File: src/hdl/cfm_pkg.sv
// Constants shared by the trunk framer design files
package cfm_pkg;
  // ********************************************
  // Timing
  // ********************************************
  localparam int CLK_MHZ = 10;
  localparam int LINE_BIT_NS = 488;
  localparam int TX_DIV_CYC = (LINE_BIT_NS * CLK_MHZ) / 1000;
  localparam logic [2:0] TX_DIV_M1 = 3'(TX_DIV_CYC - 1);
  localparam logic [2:0] TX_DIV_HALF = 3'(TX_DIV_CYC / 2);
  // ********************************************
  // Frame structure
  // ********************************************
  localparam logic [2:0] BIT_LAST = 3'h7;
  localparam logic [2:0] BIT_PRE = 3'h6;
  localparam logic [4:0] TS_ZERO = 5'h00;
  localparam logic [4:0] TS_SIG = 5'h10;
  localparam logic [4:0] TS_LAST = 5'h1F;
  localparam logic [3:0] FRM_ZERO = 4'h0;
  localparam logic [3:0] FRM_MFA_LAST = 4'hB;
  localparam logic [3:0] FRM_SI1 = 4'hD;
  localparam logic [3:0] FRM_SI2 = 4'hF;
  localparam logic [2:0] SMF_START = 3'h0;
  localparam logic [2:0] MFA_TOP = 3'h5;
  localparam logic [6:0] FAS_PAT = 7'h1B;
  localparam logic [5:0] MFA_PAT = 6'h0B;
  localparam logic [3:0] MF_ZEROS = 4'h0;
  localparam logic [3:0] CRC_POLY = 4'h3;
  // ********************************************
  // Register map and fields
  // ********************************************
  localparam logic [7:0] ADDR_CTRL = 8'h00;
  localparam logic [7:0] ADDR_STAT = 8'h04;
  localparam logic [7:0] ADDR_ERRCNT = 8'h08;
  localparam int CTL_W = 13;
  localparam int CTL_CRC = 0;
  localparam int CTL_CCS = 1;
  localparam int CTL_MUX = 2;
  localparam int CTL_ALARM = 3;
  localparam int CTL_NAT_LO = 4;
  localparam int CTL_NAT_HI = 8;
  localparam int CTL_XY_LO = 9;
  localparam int CTL_XY_HI = 12;
  localparam logic [12:0] CTRL_RST = 13'h1FF0;
endpackage : cfm_pkg

File: src/hdl/cfm_framer.sv
// Primary-rate trunk framer: frame, signalling multiframe and CRC-4
// Overview of operation
// - 32 slots of 8 bits, repeating
// - Slots 1-15, 17-31 carry 30 channels
// - Common channel mode: slot 16 carries data
// - Slot 0 alternates alignment and non-alignment words
// - Alignment word bits 2-8 are 0011011
// - Non-alignment bit 2 is 1, bit 3 alarm
// - Frame 0 slot 16 upper quartet zeros
// - Frames 1-15 slot 16 carry channel signalling
// - CRC remainder of half times x^4
// - Two eight-frame halves checked independently
// - Alignment word bit 1 carries C1..C4
// - Odd frames 1-11 carry pattern 001011
// - Half remainder inserted in next half
// - Receiver compares remainder, counts errored halves
// - Frames 13/15 report first/second half result
// - Received alignment bit 1 taken as CRC
// - Report mux sends results in frames 13/15
//
// The AHB-Lite register port and the placing of the registers were decided locally.
`timescale 1ns/1ps
module cfm_framer (
  // Clock and reset
  input wire logic clk_sys,
  input wire logic rst,
  // AHB-Lite slave
  input wire logic hsel,
  input wire logic [31:0] haddr,
  input wire logic [1:0] htrans,
  input wire logic hwrite,
  input wire logic [2:0] hsize,
  input wire logic [31:0] hwdata,
  input wire logic hready,
  output logic hreadyout,
  output logic hresp,
  output logic [31:0] hrdata,
  // Transmit channel source
  input wire logic [7:0] tx_chan_data,
  output logic tx_req,
  output logic [4:0] tx_req_slot,
  output logic [3:0] tx_req_frame,
  // Trunk transmit
  output logic tx_line_clk,
  output logic tx_line_data,
  // Trunk receive
  input wire logic rx_line_clk,
  input wire logic rx_line_data,
  // Received channel sink
  output logic [7:0] rx_byte,
  output logic [4:0] rx_slot,
  output logic [3:0] rx_frame,
  output logic rx_valid
);
  // ********************************************
  // Register bus
  // ********************************************
  logic [12:0] ctrl_r, ctrl_nxt;
  logic ah_wr_r, ah_wr_nxt;
  logic [7:0] ah_addr_r, ah_addr_nxt;
  logic [31:0] hrdata_r, hrdata_nxt;
  logic ah_take, cnt_clear;
  logic [7:0] stat;
  logic [7:0] err_cnt_r;
  logic [3:0] rx_frm_r;
  logic rx_lock_r, rx_mflock_r, rx_err1_r, rx_err2_r;

  assign stat = {rx_frm_r, ~rx_err2_r, ~rx_err1_r, rx_mflock_r, rx_lock_r};
  assign ah_take = hsel && hready && htrans[1];
  assign cnt_clear = ah_wr_r && (ah_addr_r == cfm_pkg::ADDR_ERRCNT);

  always_comb begin
    ah_wr_nxt = ah_take && hwrite;
    ah_addr_nxt = ah_take ? haddr[7:0] : ah_addr_r;
    hrdata_nxt = hrdata_r;
    ctrl_nxt = ctrl_r;
    if (ah_take && !hwrite) begin
      unique case (haddr[7:0])
        cfm_pkg::ADDR_CTRL: hrdata_nxt = {19'h0, ctrl_r};
        cfm_pkg::ADDR_STAT: hrdata_nxt = {24'h0, stat};
        cfm_pkg::ADDR_ERRCNT: hrdata_nxt = {24'h0, err_cnt_r};
        default: hrdata_nxt = 32'h0;
      endcase
    end
    if (ah_wr_r && (ah_addr_r == cfm_pkg::ADDR_CTRL)) begin
      ctrl_nxt = hwdata[12:0];
    end
  end

  always_ff @(posedge clk_sys) begin
    if (rst) begin
      ctrl_r <= cfm_pkg::CTRL_RST;
      ah_wr_r <= 1'b0;
      ah_addr_r <= 8'h00;
      hrdata_r <= 32'h0;
    end else begin
      ctrl_r <= ctrl_nxt;
      ah_wr_r <= ah_wr_nxt;
      ah_addr_r <= ah_addr_nxt;
      hrdata_r <= hrdata_nxt;
    end
  end

  // Zero wait states, so the slave never stalls the bus
  assign hreadyout = 1'b1;
  assign hresp = 1'b0;
  assign hrdata = hrdata_r;

  logic crc_en, ccs_en, mux_en;
  assign crc_en = ctrl_r[cfm_pkg::CTL_CRC];
  assign ccs_en = ctrl_r[cfm_pkg::CTL_CCS];
  assign mux_en = ctrl_r[cfm_pkg::CTL_MUX];

  // ********************************************
  // Transmit framer
  // ********************************************
  logic [2:0] tx_div_r, tx_div_nxt, tx_bit_r, tx_bit_nxt;
  logic [4:0] tx_ts_r, tx_ts_nxt, nts, tx_rslot_r, tx_rslot_nxt;
  logic [3:0] tx_frm_r, tx_frm_nxt, nfrm, tx_rfrm_r, tx_rfrm_nxt;
  logic [7:0] tx_shift_r, tx_shift_nxt, tx_byte;
  logic [3:0] tx_hold_r, tx_hold_nxt, c_src, tx_rem, tx_rem_nxt;
  logic tx_req_r, tx_req_nxt, tx_clk_r, tx_clk_nxt, tx_dat_r, tx_dat_nxt;
  logic tx_stb, tx_load, tx_b1, tx_mask, tx_smf_start, tx_smf_end;

  assign tx_stb = (tx_div_r == cfm_pkg::TX_DIV_M1);
  assign tx_load = tx_stb && (tx_bit_r == cfm_pkg::BIT_LAST);
  assign nts = tx_ts_r + 5'h01;
  assign nfrm = (tx_ts_r == cfm_pkg::TS_LAST) ? tx_frm_r + 4'h1 : tx_frm_r;
  // Bit cell now on the line: first bit of an alignment word
  assign tx_mask = (tx_ts_r == cfm_pkg::TS_ZERO) && (tx_bit_r == 3'h0) && !tx_frm_r[0];
  assign tx_smf_start = tx_mask && (tx_frm_r[2:0] == cfm_pkg::SMF_START);
  assign tx_smf_end = tx_load && (nts == cfm_pkg::TS_ZERO)
                      && (nfrm[2:0] == cfm_pkg::SMF_START);
  // C1 goes out before the last bit of the previous half has settled
  assign c_src = (nfrm[2:0] == cfm_pkg::SMF_START) ? tx_rem_nxt : tx_hold_r;

  cfm_crc4 u_tx_crc (
    .clk_sys(clk_sys),
    .rst(rst),
    .en(tx_stb),
    .clr(tx_smf_start),
    .din(tx_mask ? 1'b0 : tx_shift_r[7]),
    .rem(tx_rem),
    .rem_nxt(tx_rem_nxt)
  );

  always_comb begin
    tx_b1 = 1'b1;
    if (!nfrm[0]) begin
      if (crc_en) begin
        tx_b1 = c_src[~nfrm[2:1]];
      end
    end else if (crc_en) begin
      if (nfrm == cfm_pkg::FRM_SI1) begin
        tx_b1 = mux_en ? ~rx_err1_r : 1'b1;
      end else if (nfrm == cfm_pkg::FRM_SI2) begin
        tx_b1 = mux_en ? ~rx_err2_r : 1'b1;
      end else begin
        tx_b1 = cfm_pkg::MFA_PAT[cfm_pkg::MFA_TOP - nfrm[3:1]];
      end
    end
    if (nts == cfm_pkg::TS_ZERO) begin
      if (!nfrm[0]) begin
        tx_byte = {tx_b1, cfm_pkg::FAS_PAT};
      end else begin
        tx_byte = {tx_b1, 1'b1, ctrl_r[cfm_pkg::CTL_ALARM],
                   ctrl_r[cfm_pkg::CTL_NAT_HI:cfm_pkg::CTL_NAT_LO]};
      end
    end else if ((nts == cfm_pkg::TS_SIG) && !ccs_en && (nfrm == cfm_pkg::FRM_ZERO)) begin
      tx_byte = {cfm_pkg::MF_ZEROS, ctrl_r[cfm_pkg::CTL_XY_HI:cfm_pkg::CTL_XY_LO]};
    end else begin
      // Data slots, slot 16 signalling pairs, or slot 16 data in CCS
      tx_byte = tx_chan_data;
    end
  end

  always_comb begin
    tx_div_nxt = tx_stb ? 3'h0 : tx_div_r + 3'h1;
    tx_clk_nxt = (tx_div_nxt < cfm_pkg::TX_DIV_HALF);
    tx_bit_nxt = tx_bit_r;
    tx_ts_nxt = tx_ts_r;
    tx_frm_nxt = tx_frm_r;
    tx_shift_nxt = tx_shift_r;
    tx_dat_nxt = tx_dat_r;
    tx_hold_nxt = tx_smf_end ? tx_rem_nxt : tx_hold_r;
    tx_req_nxt = tx_stb && (tx_bit_r == cfm_pkg::BIT_PRE);
    tx_rslot_nxt = tx_req_nxt ? nts : tx_rslot_r;
    tx_rfrm_nxt = tx_req_nxt ? nfrm : tx_rfrm_r;
    if (tx_load) begin
      tx_bit_nxt = 3'h0;
      tx_ts_nxt = nts;
      tx_frm_nxt = nfrm;
      tx_shift_nxt = tx_byte;
      tx_dat_nxt = tx_byte[7];
    end else if (tx_stb) begin
      tx_bit_nxt = tx_bit_r + 3'h1;
      tx_shift_nxt = {tx_shift_r[6:0], 1'b0};
      tx_dat_nxt = tx_shift_r[6];
    end
  end

  always_ff @(posedge clk_sys) begin
    if (rst) begin
      tx_div_r <= 3'h0;
      tx_clk_r <= 1'b1;
      tx_bit_r <= cfm_pkg::BIT_LAST;
      tx_ts_r <= cfm_pkg::TS_LAST;
      tx_frm_r <= cfm_pkg::FRM_SI2;
      tx_shift_r <= 8'hFF;
      tx_dat_r <= 1'b1;
      tx_hold_r <= 4'h0;
      tx_req_r <= 1'b0;
      tx_rslot_r <= 5'h00;
      tx_rfrm_r <= 4'h0;
    end else begin
      tx_div_r <= tx_div_nxt;
      tx_clk_r <= tx_clk_nxt;
      tx_bit_r <= tx_bit_nxt;
      tx_ts_r <= tx_ts_nxt;
      tx_frm_r <= tx_frm_nxt;
      tx_shift_r <= tx_shift_nxt;
      tx_dat_r <= tx_dat_nxt;
      tx_hold_r <= tx_hold_nxt;
      tx_req_r <= tx_req_nxt;
      tx_rslot_r <= tx_rslot_nxt;
      tx_rfrm_r <= tx_rfrm_nxt;
    end
  end

  assign tx_line_clk = tx_clk_r;
  assign tx_line_data = tx_dat_r;
  assign tx_req = tx_req_r;
  assign tx_req_slot = tx_rslot_r;
  assign tx_req_frame = tx_rfrm_r;

  // ********************************************
  // Receive deframer
  // ********************************************
  logic [1:0] rx_pins;
  logic rx_clk_d_r, rx_tick, rx_end, rx_mask, rx_smf, rx_mis, rx_inc;
  logic [2:0] rx_bit_r, rx_bit_nxt;
  logic [4:0] rx_ts_r, rx_ts_nxt, rx_slot_r, rx_slot_nxt;
  logic [3:0] rx_frm_nxt, rx_frame_r, rx_frame_nxt;
  logic [7:0] rx_shift_r, rx_shift_nxt, rx_full, rx_byte_r, rx_byte_nxt;
  logic [7:0] err_cnt_nxt;
  logic [5:0] rx_mfsr_r, rx_mfsr_nxt;
  logic [3:0] rx_cb_r, rx_cb_nxt, rx_hold_r, rx_hold_nxt, rx_rem, rx_rem_nxt;
  logic rx_lock_nxt, rx_mflock_nxt, rx_hok_r, rx_hok_nxt, rx_pri_r, rx_pri_nxt;
  logic rx_err1_nxt, rx_err2_nxt, rx_valid_r, rx_valid_nxt;

  cfm_sync2 #(.WIDTH(2)) u_rx_sync (
    .clk_sys(clk_sys),
    .rst(rst),
    .din({rx_line_clk, rx_line_data}),
    .dout(rx_pins)
  );

  // Line data is centred on the falling edge of the line clock
  assign rx_tick = rx_clk_d_r && !rx_pins[1];
  assign rx_full = {rx_shift_r[6:0], rx_pins[0]};
  assign rx_end = rx_tick && rx_lock_r && (rx_bit_r == cfm_pkg::BIT_LAST);
  assign rx_mask = (rx_ts_r == cfm_pkg::TS_ZERO) && (rx_bit_r == 3'h0) && !rx_frm_r[0];
  assign rx_smf = rx_tick && rx_mflock_r && rx_mask
                  && (rx_frm_r[2:0] == cfm_pkg::SMF_START);
  assign rx_mis = rx_hok_r && (rx_cb_r != rx_hold_r);
  assign rx_inc = rx_smf && rx_mis;

  cfm_crc4 u_rx_crc (
    .clk_sys(clk_sys),
    .rst(rst),
    .en(rx_tick && rx_lock_r),
    .clr(rx_smf),
    .din(rx_mask ? 1'b0 : rx_pins[0]),
    .rem(rx_rem),
    .rem_nxt(rx_rem_nxt)
  );

  always_comb begin
    rx_bit_nxt = rx_bit_r;
    rx_ts_nxt = rx_ts_r;
    rx_frm_nxt = rx_frm_r;
    rx_shift_nxt = rx_tick ? rx_full : rx_shift_r;
    rx_lock_nxt = rx_lock_r;
    rx_mflock_nxt = rx_mflock_r;
    rx_mfsr_nxt = rx_mfsr_r;
    rx_cb_nxt = rx_cb_r;
    rx_hold_nxt = rx_hold_r;
    rx_hok_nxt = rx_hok_r;
    rx_pri_nxt = rx_pri_r;
    rx_err1_nxt = rx_err1_r;
    rx_err2_nxt = rx_err2_r;
    rx_valid_nxt = rx_end;
    rx_byte_nxt = rx_end ? rx_full : rx_byte_r;
    rx_slot_nxt = rx_end ? rx_ts_r : rx_slot_r;
    rx_frame_nxt = rx_end ? rx_frm_r : rx_frame_r;
    // Set wins over a software clear in the same cycle
    err_cnt_nxt = (cnt_clear ? 8'h00 : err_cnt_r) + (rx_inc ? 8'h01 : 8'h00);
    if (rx_smf) begin
      // Result lands on the half that the new half matches
      if (rx_hok_r && (rx_frm_r[3] == 1'b0)) begin
        rx_err1_nxt = rx_mis;
      end else if (rx_hok_r) begin
        rx_err2_nxt = rx_mis;
      end
      rx_hold_nxt = rx_rem;
      // Remainder before the first boundary spans an unaligned half
      rx_hok_nxt = rx_pri_r;
      rx_pri_nxt = 1'b1;
    end
    if (rx_tick && !rx_lock_r) begin
      if (rx_full[6:0] == cfm_pkg::FAS_PAT) begin
        rx_lock_nxt = 1'b1;
        rx_bit_nxt = 3'h0;
        rx_ts_nxt = cfm_pkg::TS_ZERO + 5'h01;
        rx_frm_nxt = {rx_frm_r[3:1], 1'b0};
      end
    end else if (rx_tick) begin
      rx_bit_nxt = rx_bit_r + 3'h1;
      if (rx_bit_r == cfm_pkg::BIT_LAST) begin
        rx_ts_nxt = rx_ts_r + 5'h01;
        rx_frm_nxt = (rx_ts_r == cfm_pkg::TS_LAST) ? rx_frm_r + 4'h1 : rx_frm_r;
      end
      if (rx_end && (rx_ts_r == cfm_pkg::TS_ZERO) && !rx_frm_r[0]) begin
        if (rx_full[6:0] != cfm_pkg::FAS_PAT) begin
          rx_lock_nxt = 1'b0;
          rx_mflock_nxt = 1'b0;
          rx_hok_nxt = 1'b0;
          rx_pri_nxt = 1'b0;
        end
        rx_cb_nxt[~rx_frm_r[2:1]] = rx_full[7];
      end else if (rx_end && (rx_ts_r == cfm_pkg::TS_ZERO)) begin
        rx_mfsr_nxt = {rx_mfsr_r[4:0], rx_full[7]};
        if (crc_en && !rx_mflock_r && (rx_mfsr_nxt == cfm_pkg::MFA_PAT)) begin
          rx_mflock_nxt = 1'b1;
          rx_frm_nxt = cfm_pkg::FRM_MFA_LAST;
        end else if (rx_mflock_r && (rx_frm_r == cfm_pkg::FRM_MFA_LAST)
                     && (!crc_en || (rx_mfsr_nxt != cfm_pkg::MFA_PAT))) begin
          rx_mflock_nxt = 1'b0;
          rx_hok_nxt = 1'b0;
          rx_pri_nxt = 1'b0;
        end
      end
    end
  end

  always_ff @(posedge clk_sys) begin
    if (rst) begin
      rx_clk_d_r <= 1'b0;
      rx_bit_r <= 3'h0;
      rx_ts_r <= 5'h00;
      rx_frm_r <= 4'h0;
      rx_shift_r <= 8'h00;
      rx_lock_r <= 1'b0;
      rx_mflock_r <= 1'b0;
      rx_mfsr_r <= 6'h00;
      rx_cb_r <= 4'h0;
      rx_hold_r <= 4'h0;
      rx_hok_r <= 1'b0;
      rx_pri_r <= 1'b0;
      rx_err1_r <= 1'b0;
      rx_err2_r <= 1'b0;
      err_cnt_r <= 8'h00;
      rx_valid_r <= 1'b0;
      rx_byte_r <= 8'h00;
      rx_slot_r <= 5'h00;
      rx_frame_r <= 4'h0;
    end else begin
      rx_clk_d_r <= rx_pins[1];
      rx_bit_r <= rx_bit_nxt;
      rx_ts_r <= rx_ts_nxt;
      rx_frm_r <= rx_frm_nxt;
      rx_shift_r <= rx_shift_nxt;
      rx_lock_r <= rx_lock_nxt;
      rx_mflock_r <= rx_mflock_nxt;
      rx_mfsr_r <= rx_mfsr_nxt;
      rx_cb_r <= rx_cb_nxt;
      rx_hold_r <= rx_hold_nxt;
      rx_hok_r <= rx_hok_nxt;
      rx_pri_r <= rx_pri_nxt;
      rx_err1_r <= rx_err1_nxt;
      rx_err2_r <= rx_err2_nxt;
      err_cnt_r <= err_cnt_nxt;
      rx_valid_r <= rx_valid_nxt;
      rx_byte_r <= rx_byte_nxt;
      rx_slot_r <= rx_slot_nxt;
      rx_frame_r <= rx_frame_nxt;
    end
  end

  assign rx_valid = rx_valid_r;
  assign rx_byte = rx_byte_r;
  assign rx_slot = rx_slot_r;
  assign rx_frame = rx_frame_r;
endmodule : cfm_framer

File: src/hdl/cfm_sync2.sv
// Two-flop synchroniser for levels from outside the clock domain
`timescale 1ns/1ps
module cfm_sync2 #(
  parameter int WIDTH = 1
) (
  // Clock and reset
  input wire logic clk_sys,
  input wire logic rst,
  // Levels
  input wire logic [WIDTH-1:0] din,
  output logic [WIDTH-1:0] dout
);
  logic [WIDTH-1:0] meta_r;
  logic [WIDTH-1:0] meta_nxt;
  logic [WIDTH-1:0] dout_r;
  logic [WIDTH-1:0] dout_nxt;

  always_comb begin
    meta_nxt = din;
    dout_nxt = meta_r;
  end

  always_ff @(posedge clk_sys) begin
    if (rst) begin
      meta_r <= '0;
      dout_r <= '0;
    end else begin
      meta_r <= meta_nxt;
      dout_r <= dout_nxt;
    end
  end

  assign dout = dout_r;
endmodule : cfm_sync2

File: src/hdl/cfm_crc4.sv
// Serial CRC-4 remainder engine, message times x^4 over x^4+x+1
`timescale 1ns/1ps
module cfm_crc4 (
  // Clock and reset
  input wire logic clk_sys,
  input wire logic rst,
  // Bit stream
  input wire logic en,
  input wire logic clr,
  input wire logic din,
  // Remainder
  output logic [3:0] rem,
  output logic [3:0] rem_nxt
);
  logic [3:0] rem_r;
  logic [3:0] base;
  logic [3:0] step_nxt;

  always_comb begin
    // Clear folds into the first bit so no cell of the half is lost
    base = clr ? 4'h0 : rem_r;
    step_nxt = rem_r;
    if (en) begin
      step_nxt = {base[2:0], 1'b0} ^ ((din ^ base[3]) ? cfm_pkg::CRC_POLY : 4'h0);
    end
  end

  always_ff @(posedge clk_sys) begin
    if (rst) begin
      rem_r <= 4'h0;
    end else begin
      rem_r <= step_nxt;
    end
  end

  assign rem = rem_r;
  assign rem_nxt = step_nxt;
endmodule : cfm_crc4

File: config.mk
export PLATFORM = sky130hd
export DESIGN_NAME = cfm_framer
export DESIGN_NICKNAME = d
export VERILOG_FILES = /design/src/hdl/cfm_pkg.sv /design/src/hdl/cfm_framer.sv /design/src/hdl/cfm_sync2.sv /design/src/hdl/cfm_crc4.sv
export SDC_FILE = /design/constraint.sdc
export NUM_CORES = 1
export LEC_CHECK = 0
export BUFFER_PORTS_ARGS = -buffer_cell sky130_fd_sc_hd__buf_2
export CORE_MARGIN = 4
export CORE_UTILIZATION = 54
export CTS_CLUSTER_SIZE = 40
export DETAILED_ROUTE_END_ITERATION = 7
export PLACE_DENSITY = 0.76
export SETUP_SLACK_MARGIN = 0.5
export SLEW_MARGIN = 20
export SYNTH_ARGS = -nofsm -noshare
export SYNTH_HDL_FRONTEND = slang
export SYNTH_SLANG_ARGS = --single-unit
File: constraint.sdc
create_clock -name clk_sys -period 4 [get_ports clk_sys]
set_input_delay 1.2 -clock clk_sys [delete_from_list [all_inputs] [get_ports clk_sys]]
set_output_delay 1.2 -clock clk_sys [all_outputs]
set_load 0.01 [all_outputs]
# --- Word level (Yosys, flattened, before mapping) ---
# Memory sizes are Yosys's and may differ from the RTL's.
# Cells that the tools add are included.
# Widths: inputs -> output; s select.
totals:
  input_bits: 84
  register_bits: 170
  out_inout_bits: 64
  n_memories: 1
  mem_bits_ro: 8
  wordCells: 231
classes:
  reduce_logical: 70
  bitwise_logic: 12
  order_cmp: 5
  n_eq_ne: 20
  n_addsub: 9
  muxes: 75
memory_table:
  columns: ["name", "words", "width", "read_ports", "rd_clocked_by_memory_dff", "wr", "line_no", "text"]
  rows:
  - ["(name not given)", 8, 1, 1, 0, 0, "cfm_framer.sv:159", "tx_b1 = cfm_pkg::MFA_PAT[cfm_pkg::MFA_TOP - nfrm[3:1]];"]
op_table:
  columns: ["cell", "n"]
  rows:
  - ["$mux 4", 12]
  - ["$mux 1", 41]
  - ["$mux 8", 5]
  - ["$pmux 13 s3", 1]
  - ["$logic_and 1x1->1", 34]
  - ["$mux 5", 4]
  - ["$mux 3", 6]
  - ["$eq 8x4->1 const B", 2]
  - ["$logic_not 8->1", 2]
  - ["$eq 5x5->1 const B", 3]
  - ["$logic_not 3->1", 5]
  - ["$logic_not 5->1", 3]
  - ["$eq 4x4->1 const B", 3]
  - ["$reduce_bool 2->1", 6]
  - ["$add 5x1->5 const B", 2]
  - ["$add 3x1->3 const B", 3]
  - ["$eq 3x3->1 const B", 3]
  - ["$reduce_and 3->1", 3]
  - ["$add 4x1->4 const B", 2]
  - ["$add 8x1->8", 1]
  - ["$eq 8x3->1 const B", 1]
  - ["$logic_not 1->1", 8]
  - ["$reduce_and 4->1", 2]
  - ["$xor 4x4->4", 2]
  - ["25 further kinds", 37]

# --- Depth between registers and ports, before layout ---
# Gate-level depths: netlist of the first run.
depth:
  word_depth: 16
  ltp_mapped: 12

# --- Hierarchy ---
# From an unflattened synthesis of the first run, not the netlist that was laid out.
unflattened:
  hier_cells: 789
  hier_area_um2: 6882.9
modules_own_cells:
  columns: ["mod", "n_inst", "seq_area_each_um2", "cells_per_inst", "area_per_inst_um2"]
  rows:
  - ["cfm_framer", 1, 2742.6, 733, 6354.8]
  - ["cfm_crc4", 2, 80.1, 24, 211.5]
  - ["cfm_sync2", 1, 80.1, 8, 105.1]

# --- Worst setup path before layout of the first run ---
# No wires, ideal clock.
synth_timing:
  kind: "reg2reg"
  startpoint: "reg tx_ts_r[0]"
  endpoint: "reg tx_shift_r[4]"
  t_required_ps: 3878
  arrival_ps: 2876
  setup_slack_ps: 1002
  stages_incl_launch_ff: 13
  path_buffers: 1
  setup_ps: 122
  cell_sequence: "dfxtp_1 ha_1 and3_1 ha_1 clkbuf_1 nand2_1 xor2_1 ha_1 nor2b_1 o21ai_0 a21oi_1 o221ai_1 a221o_1"
synth_via:
  elab_chain_cells: 7
synth_lines:
  columns: ["item", "line_no", "text"]
  rows:
  - ["start, declared", "cfm_framer.sv:118", "logic [4:0] tx_ts_r, tx_ts_nxt, nts, tx_rslot_r, tx_rslot_nxt;"]
  - ["start signal, assigned", "cfm_framer.sv:207", "tx_ts_r <= cfm_pkg::TS_LAST;"]
  - ["start signal, assigned", "cfm_framer.sv:219", "tx_ts_r <= tx_ts_nxt;"]
  - ["$add 5x1->5 / $eq 5x5->1 (equally long branches)", "cfm_framer.sv:127, cfm_framer.sv:128", null]
  - ["$eq 5x5->1 / $mux 4 (equally long branches)", "cfm_framer.sv:169, cfm_framer.sv:128", null]
  - ["$logic_and 1x1->1 / $logic_not 4->1 (equally long branches)", "cfm_framer.sv:169", "end else if ((nts == cfm_pkg::TS_SIG) && !ccs_en && (nfrm == cfm_pkg::FRM_ZERO)) begin"]
  - ["$logic_and 1x1->1", "cfm_framer.sv:169", null]
  - ["$mux 8", "cfm_framer.sv:169", null]
  - ["$mux 8 (*)", "cfm_framer.sv:162", "if (nts == cfm_pkg::TS_ZERO) begin"]
  - ["$mux 8 (*)", "cfm_framer.sv:189", "if (tx_load) begin"]
  - ["end signal, assigned", "cfm_framer.sv:221", "tx_shift_r <= tx_shift_nxt;"]
  - ["end, declared", "cfm_framer.sv:120", "logic [7:0] tx_shift_r, tx_shift_nxt, tx_byte;"]
# Every way passes the cells marked *; elsewhere a longest branch is shown, timed or not.
# A chain may end at the register's enable or synchronous reset.

# --- Worst setup path in the final report of the first run ---
# Ends and elaborated chain as after synthesis.

==> results of run 1 <==
## cell families (layout without fill, tap and decap cells)
group / Yosys count / after routing / synth area share
mux: 28 / 28 / 0.0415
other cells: 2 / 21 / 0.00110
flops: 149 / 149 / 0.438
compound gates: 163 / 163 / 0.161
xor+xnor: 22 / 22 / 0.0283
buf+inv: 92 / 139 / 0.0638
simple gates: 303 / 303 / 0.224
fa+ha+maj: 23 / 23 / 0.0423
## cells in the final DEF (no fill, tap or decap), types with 5 or more instances in the layout
master	n
a211o_1	14
a211oi_1	18
a21oi_1	50
a22o_1	8
a22oi_1	10
a31oi_1	7
and2_1	6
and3_1	11
buf_2	78
buf_4	5
bufinv_16	5
clkbuf_16	17
conb_1	21
dfxtp_1	149
ha_1	22
inv_1	23
mux2i_1	26
nand2_1	96
nand2b_1	9
nand3_1	16
nand3b_1	5
nand4_1	6
nor2_1	72
nor2b_1	25
nor3_1	15
nor3b_1	8
nor4_1	8
o21ai_0	19
o221ai_1	5
o22ai_1	8
xnor2_1	11
xor2_1	11
## stage by stage
stage / total power [mW] / cell area [sq um] / utilization
2_1_floorplan: 1.86 / 6880 / -
3_3_place_gp: 1.93 / 7190 / 0.591
3_5_place_dp: 1.95 / 7190 / 0.591
4_1_cts: 3.70 / 7840 / 0.645
5_1_grt: 3.82 / 7850 / 0.645
6_report: 3.68 / 7850 / 0.645
## path summary, 6_finish.rpt
kind                            depth (start not counted)            end  slack, ns        start
worst max-delay path                                   11  tx_shift_r[4]       0.76   tx_ts_r[0]
worst min-delay path                                    1    tx_div_r[0]       0.42  tx_div_r[0]
worst max register to register                         11  tx_shift_r[4]       0.76   tx_ts_r[0]
worst min register to register                          1    tx_div_r[0]       0.42  tx_div_r[0]
## state kept, by name (all words and copies together) (netlist names), 5 cells and up
register     count
rx_slot          5
err_cnt_r        8
rx_shift_r       7
hrdata          13
tx_req_slot      5
ah_addr_r        8
tx_shift_r       8
rx_byte          8
tx_ts_r          5
rx_ts_r          5
ctrl_r          13
rx_mfsr_r        5
## layout make-up
| cell class | instances | area share |
|---|---|---|
| multi-input combinational | 560 | 0.442 |
| timing repair buffer | 84 | 0.0571 |
| tap | 168 | 0.0268 |
| clock buffer | 17 | 0.0542 |
| clock inverter | 15 | 0.0289 |
| sequential | 149 | 0.380 |
| inverter | 23 | 0.0110 |
## repair_timing
item / CTS / global route
endpoints found under the hold margin: 0 / 0
gates resized for setup: 0 / 2
hold buffers: 0 / 0
setup endpoints to repair: 0 / 8
## worst max-delay path, cell delays in order (launching register included)
cell	delay, ns
dfxtp_1	0.47
ha_1	0.30
and3_1	0.19
ha_2	0.31
nand2_1	0.16
xor2_1	0.36
ha_1	0.21
nor2b_1	0.17
o21ai_0	0.15
a21oi_2	0.32
o221ai_1	0.17
a221o_1	0.32
## where the power goes
| part | switching (mW) | internal, mW | leakage (nW) | total (mW) |
|---|---|---|---|---|
| registers | 0.0266 | 1.51 | 1.21 | 1.54 |
| clock network | 0.642 | 1.11 | 0.310 | 1.75 |
| logic | 0.244 | 0.147 | 1.61 | 0.391 |
## routing by layer
layer / vias to the layer above / global-route usage
met5: - / 0
met4: 0 / 0.0807
met3: 18 / 0.0454
met2: 147 / 0.353
met1: 2655 / 0.271
li1: 2799 / -
==> results.txt, run 1 <==
- The flow ran to the end, and the final reports show no timing, DRC or antenna violations.
- dfxtp_1 is the most common cell in the netlist.
- TritonCTS built the clock tree.
* Count of state elements after synthesis: 149
* DRC viols: 0
- For this block, wires on met1 add up to 6.95 mm.
* Fraction of final layout cells sized beyond drive strength 1: 0.160
* Share of the yosys chip area belonging to registers: 0.438
- Across the whole layout, storage elements account for 2980 sq um.
- The total area inside the core boundary comes to 12200 sq um.
* Routed wire length: 15.4 mm
- Met2 wire length: 7.36 mm
- Netlist area before placement: 6810 sq um
- Entering global routing, the biggest net connects 76 pins.
* Site row count: 40
- VDD sags by at most 266 uV.
* Met3 wire length: 846 um
* Number of synthesized flops with an enable pin: 0
- The clock period could shrink to 3.24 ns.
- Highest layer used for signal routing: met4
* Number of buffers on the longest clock path: 2
* Antenna viol nets, final: 0
- The largest total area in the synthesized netlist belongs to dfxtp_1.
- Critical Path End Type: flop
- Leaving out filler cells and counting taps, the final layout contains 1016.
* Gate count after technology mapping: 782
- Critical Path Fanout Max: 11
- Setup repair after global routing left no endpoint under its margin.
* Total track usage: 0.212
- In this run the mean area of a mapped cell was 8.70 sq um.
- For this run, the detailed router's first-pass iteration total came to 4.
- Power per standard cell area: 470 nW/um^2
- Input and output buffers added on the ports amount to 79.
- By count the netlist is led by dfxtp_1, nand2_1, nor2_1.
- For the worst setup path, the data required time is 4.31 ns.
* Share of flip-flops with an asynchronous set or reset after synthesis: 0
- Final hold slack: 0.424 ns
* Unique masters post-synth: 65
- Top-area cell type share of the netlist area: 0.438
* Slew HR: 0.383
* Final setup vio count: 0
* Most instantiated flip-flop cell in the synthesis netlist: dfxtp_1
* H-tree depth: 4
* Fillers: 1016
- Total overflow reported by the global router: 0
- Final worst-path cycle share: 0.810
* Detailed Place HPWL: 10.7 mm
- Die W: 120 um
- Across the run, the number of max-cap violations was 0.
- After routing, the total negative slack on setup checks comes to 0 ns.
- The later pin in the worst-skew pair is clocked with a latency of 0.42 ns.
* Top Ports: 148
* Least-Margin Pin Slew: 0.924 ns
- The first global-routing pass estimated 25.1 mm of wire.
- Clock tree synthesis found a total of 149 sinks.
- Yosys attributes the largest share of cell area to dfxtp_1, nand2_1, ha_1.
* Post-layout net count: 942
- Antenna violations before repair: 0
- The path class of the tightest hold or removal check is reg2reg.
- Smallest setup slack after layout: 0.759 ns
- Clock-pin slew was measured on the worst setup and hold paths at 0.06 ns.
* Skew final: 0.00441 ns
- At the end of routability-driven placement, the weighted congestion stood at 0.875.
* Fmax: 0.309 GHz
- Area of the multi-input gates: 3470 sq um
- Dividing the detail-routed wire length by the instance count gives 15.2 um.
- The number of pins with negative max-slew slack in the final report came to 0.
* Startpoint types: flop
- In the routed layout, each cell is associated on average with a via count of 5.53.
* Count of warnings emitted by yosys: 0
- The number of global-route vias before repair was 5316.
* Number of DRC violations after detailed-routing iteration 0: 485
- 0 antenna diodes ended up in the layout.
- Clock tree synthesis selected as its root buffer the cell clkbuf_16.
* Arrival time worst endpoint: 3.55 ns
- Initial Utilization: 0.560
* Height of the die: 120 um
- Counting the buffers created by CTS gives 17.
* Reported leakage power: 3.13 nW
* Area Growth Syn to Fin: 15.3%
- In this run the post-CTS setup repair buffer count came out at 0.
- The setup path with the least slack is of type reg2reg.
- Before CTS, the worst setup slack after placement is 0.529 ns.
- The final hold violation count was 0.
* Cell Count Post-Placement: 984
* Die area: 14500 sq um
* Vias after detailed routing: 5619
(Power assumes the default switching activity.)
==> run 2: changes to the inputs <==
--- a/config.mk
+++ b/config.mk
@@ -7,10 +7,10 @@
 export LEC_CHECK = 0
 export BUFFER_PORTS_ARGS = -buffer_cell sky130_fd_sc_hd__buf_2
 export CORE_MARGIN = 4
-export CORE_UTILIZATION = 54
+export CORE_UTILIZATION = 49
 export CTS_CLUSTER_SIZE = 40
 export DETAILED_ROUTE_END_ITERATION = 7
-export PLACE_DENSITY = 0.76
+export PLACE_DENSITY = 0.73
 export SETUP_SLACK_MARGIN = 0.5
 export SLEW_MARGIN = 20
 export SYNTH_ARGS = -nofsm -noshare
==> constraint.sdc (replaced) <==
create_clock -name clk_sys -period 2.6 [get_ports clk_sys]
set_input_delay 0.78 -clock clk_sys [delete_from_list [all_inputs] [get_ports clk_sys]]
set_output_delay 0.78 -clock clk_sys [all_outputs]
set_load 0.01 [all_outputs]
==> run 2 against run 1 <==
Effect of this change: first-iteration DRC count decreased by 20%; clock power increased by 29%; largest cell class unchanged; final cell count increased by 6.1%; count of clock-buffer cells in the layout increased by 2; flip-flop and latch count unchanged; die area increased by 9.5%; wire length increased by 4.6%; combinational power increased by 140%; sequential share of layout area decreased by 3.2 points; final area increased by 9.8%; largest power group is now sequential cells; critical endpoint is now tx_shift_r[6]; clock skew increased by 0.0032 ns; critical path depth unchanged.
==> results.txt, run 2 (synthesis results as in run 1) <==
* RD Place Congestion: 0.852 (-2.6%)
* Register clock-pin slew on the reported worst setup and hold paths: 0.06 ns (about the same)
- The number of violations reported at the end of detailed-routing iteration 0 was 386 (-20%).
- The maximum root-to-sink buffer count is 2 (unchanged).
- The final antenna-violating net count is 0 (unchanged).
- The final non-filler cell total is 1078 (+6.1%).
* Post-layout net count: 998 (+5.9%)
- The worst slack after detailed placement came to 0.0821 ns (-0.447 ns).
- Number of max-cap violations: 0 (unchanged)
* Slew HR: 0.578 (+0.195)
- The number of H-tree levels came to 4 (unchanged).
- The worst setup skew after layout was 0.00766 ns (+0.00324 ns).
- Least-Margin Pin Slew: 0.633 ns (-0.291 ns)
- CTS Hold Buffers Added: 0 (unchanged)
* Reported leakage power: 3.40 nW (+8.6%)
- Final hold slack: 0.433 ns (+0.00857 ns)
- The power per standard cell area came to 643 nW/um^2 (+37%).
- The share of layout cells above drive strength 1 was 0.278 (+0.118).
* Number of cells on the worst reg-to-reg path: 11 (unchanged)
* Total negative setup slack: 0 ns (unchanged)
- The length of the first detailed-routing pass in iterations was 6 (+2).
- The worst setup path is of the reg2reg kind.
* Number of sinks driven by the clock tree: 149 (unchanged)
- Height of the die: 126 um (+4.6%)
* Number of pins exceeding their max-slew limit in the final report: 0 (unchanged)
- The TritonCTS buffer count came to 17 (unchanged).
- The top cell types in the final layout, fill and taps aside, are dfxtp_1, nand2_1, buf_2.
* Run status: completed
- CTS tree: done
- The final worst-path setup slack is 0.240 ns (-0.519 ns).
- The width of the chip is 126 um (+4.6%).
* Cell Count Post-Placement: 1023 (+4.0%)
- The via density per instance came to 5.45 (-1.4%).
* Most common cell after layout, fill and taps aside: dfxtp_1
- Top Ports: 148 (unchanged)
- The overall global routing resource usage was 0.199 (-0.0131).
- Site row count: 42 (+5.0%)
* Final Hold Violating Endpoints: 0 (unchanged)
* Hold crit path type: reg2reg
- The placeable core area was 13400 sq um (+10%).
- Arrival time worst endpoint: 2.66 ns (-0.89 ns)
- The minimum period implied by the final worst setup slack came to 2.36 ns (-0.881 ns).
* DRC viols: 0 (unchanged)
- The highest clock rate is 0.424 GHz (+37%).
* Required time reported for the critical path endpoint: 2.90 ns (-1.41 ns)
- Instance count along the most critical hold path: 1 (unchanged)
* Critical Path Fanout Max: 3 (-8)
* Total overflow reported by the global router: 0 (unchanged)
* WL/cell: 14.9 um (-1.4%)
- Initial Utilization: 0.508 (-0.0517)
- Fillers: 1117 (+9.9%)
- Compared with the post-synthesis result, the final layout area differs by 26.5%.
- The HPWL after detailed placement came to 10.9 mm (+1.6%).
* Buffer type at the clock tree root: clkbuf_16
- Number of global-route vias before repair: 5533 (+4.1%)
* Routed wire length: 16.1 mm (+4.6%)
- The quantity of I/O buffers inserted on ports came to 79 (unchanged).
- STA classifies the critical path endpoint as a flop.
- Vias after detailed routing: 5880 (+4.6%)
- The later-pin clock latency in the skew report came to 0.42 ns (about the same).
* Number of diodes: 0 (unchanged)
- The maximum ir drop on the vdd rail came to 454 uV (+70%).
- The worst setup path is launched from a flop.
* Final setup vio count: 0 (unchanged)
- The pin count of the biggest net entering global routing came to 53 (-30%).
* Final worst-path cycle share: 0.908 (+0.0974)
* Die area: 15800 sq um (+9.5%)
- The number of antenna violations at the first check in global routing came to 0 (unchanged).
- The global-route wire length before repair came to 26.3 mm (+4.8%).
- Setup repair after global routing missed its margin: true
## run 2: cell count changes in the layout (fill, tap and decap cells not counted), moves of 6 or more
cell,change
nand3_1,-6
dfxtp_1,-7
nor4_1,-6
ha_1,-6
buf_4,+50
## run 2: final timing paths
check	startpoint	end	slack, ns
hold / removal	tx_div_r[0]	tx_div_r[0]	0.43
setup / recovery	tx_ts_r[1]	tx_shift_r[6]	0.24
hold reg to reg	tx_div_r[0]	tx_div_r[0]	0.43
setup reg to reg	tx_ts_r[1]	tx_shift_r[6]	0.24
## run 2: final cells by class
class                      instances  area [sq um]  share of cell area
sequential                       149          3000               0.349
inverter                          23          86.3              0.0100
clock buffer                      19           433              0.0503
multi-input combinational        560          3850               0.447
tap                              176           220              0.0256
clock inverter                    11           108              0.0125
timing repair buffer             140           912               0.106
## run 2: routing by layer
metal / track usage / part of all wire
met3: 0.0517 / 0.053
met2: 0.328 / 0.48
met4: 0.0612 / 0.017
met5: 0 / 0
met1: 0.259 / 0.45
## run 2: critical path, cell delays in order (launching register included)
cell and delay (ns):
dfxtp_4 0.35, ha_4 0.13, and3_4 0.19, ha_4 0.14, nand4_1 0.17, xor2_2 0.23
ha_2 0.19, nor2b_4 0.14, o21ai_2 0.07, a21oi_2 0.22, o211ai_1 0.11, a221o_1 0.30
## run 2: per-stage QoR
step	power (mW)	cell area (sq um)	util
floorplan	2.92	7020	-
global route	5.78	8610	0.643
CTS	5.46	8360	0.624
global placement	3.15	7570	0.565
detailed placement	3.16	7570	0.565
finish	5.54	8610	0.643
## run 2: repair_timing
item                                    in CTS  in global routing
endpoints found under the hold margin        0                  0
cloned                                       0                  0
buffers inserted                            15                 10
gates resized for setup                     31                 36
endpoints found under the setup margin      32                 49
pin swaps                                   19                 15
## run 2: where the power goes
group	leakage, nW	total [mW]	switching (mW)	internal [mW]
registers	1.21	2.37	0.0400	2.33
logic	1.94	0.926	0.488	0.438
clock network	0.248	2.25	0.940	1.31
total	3.40	5.54	1.47	4.07
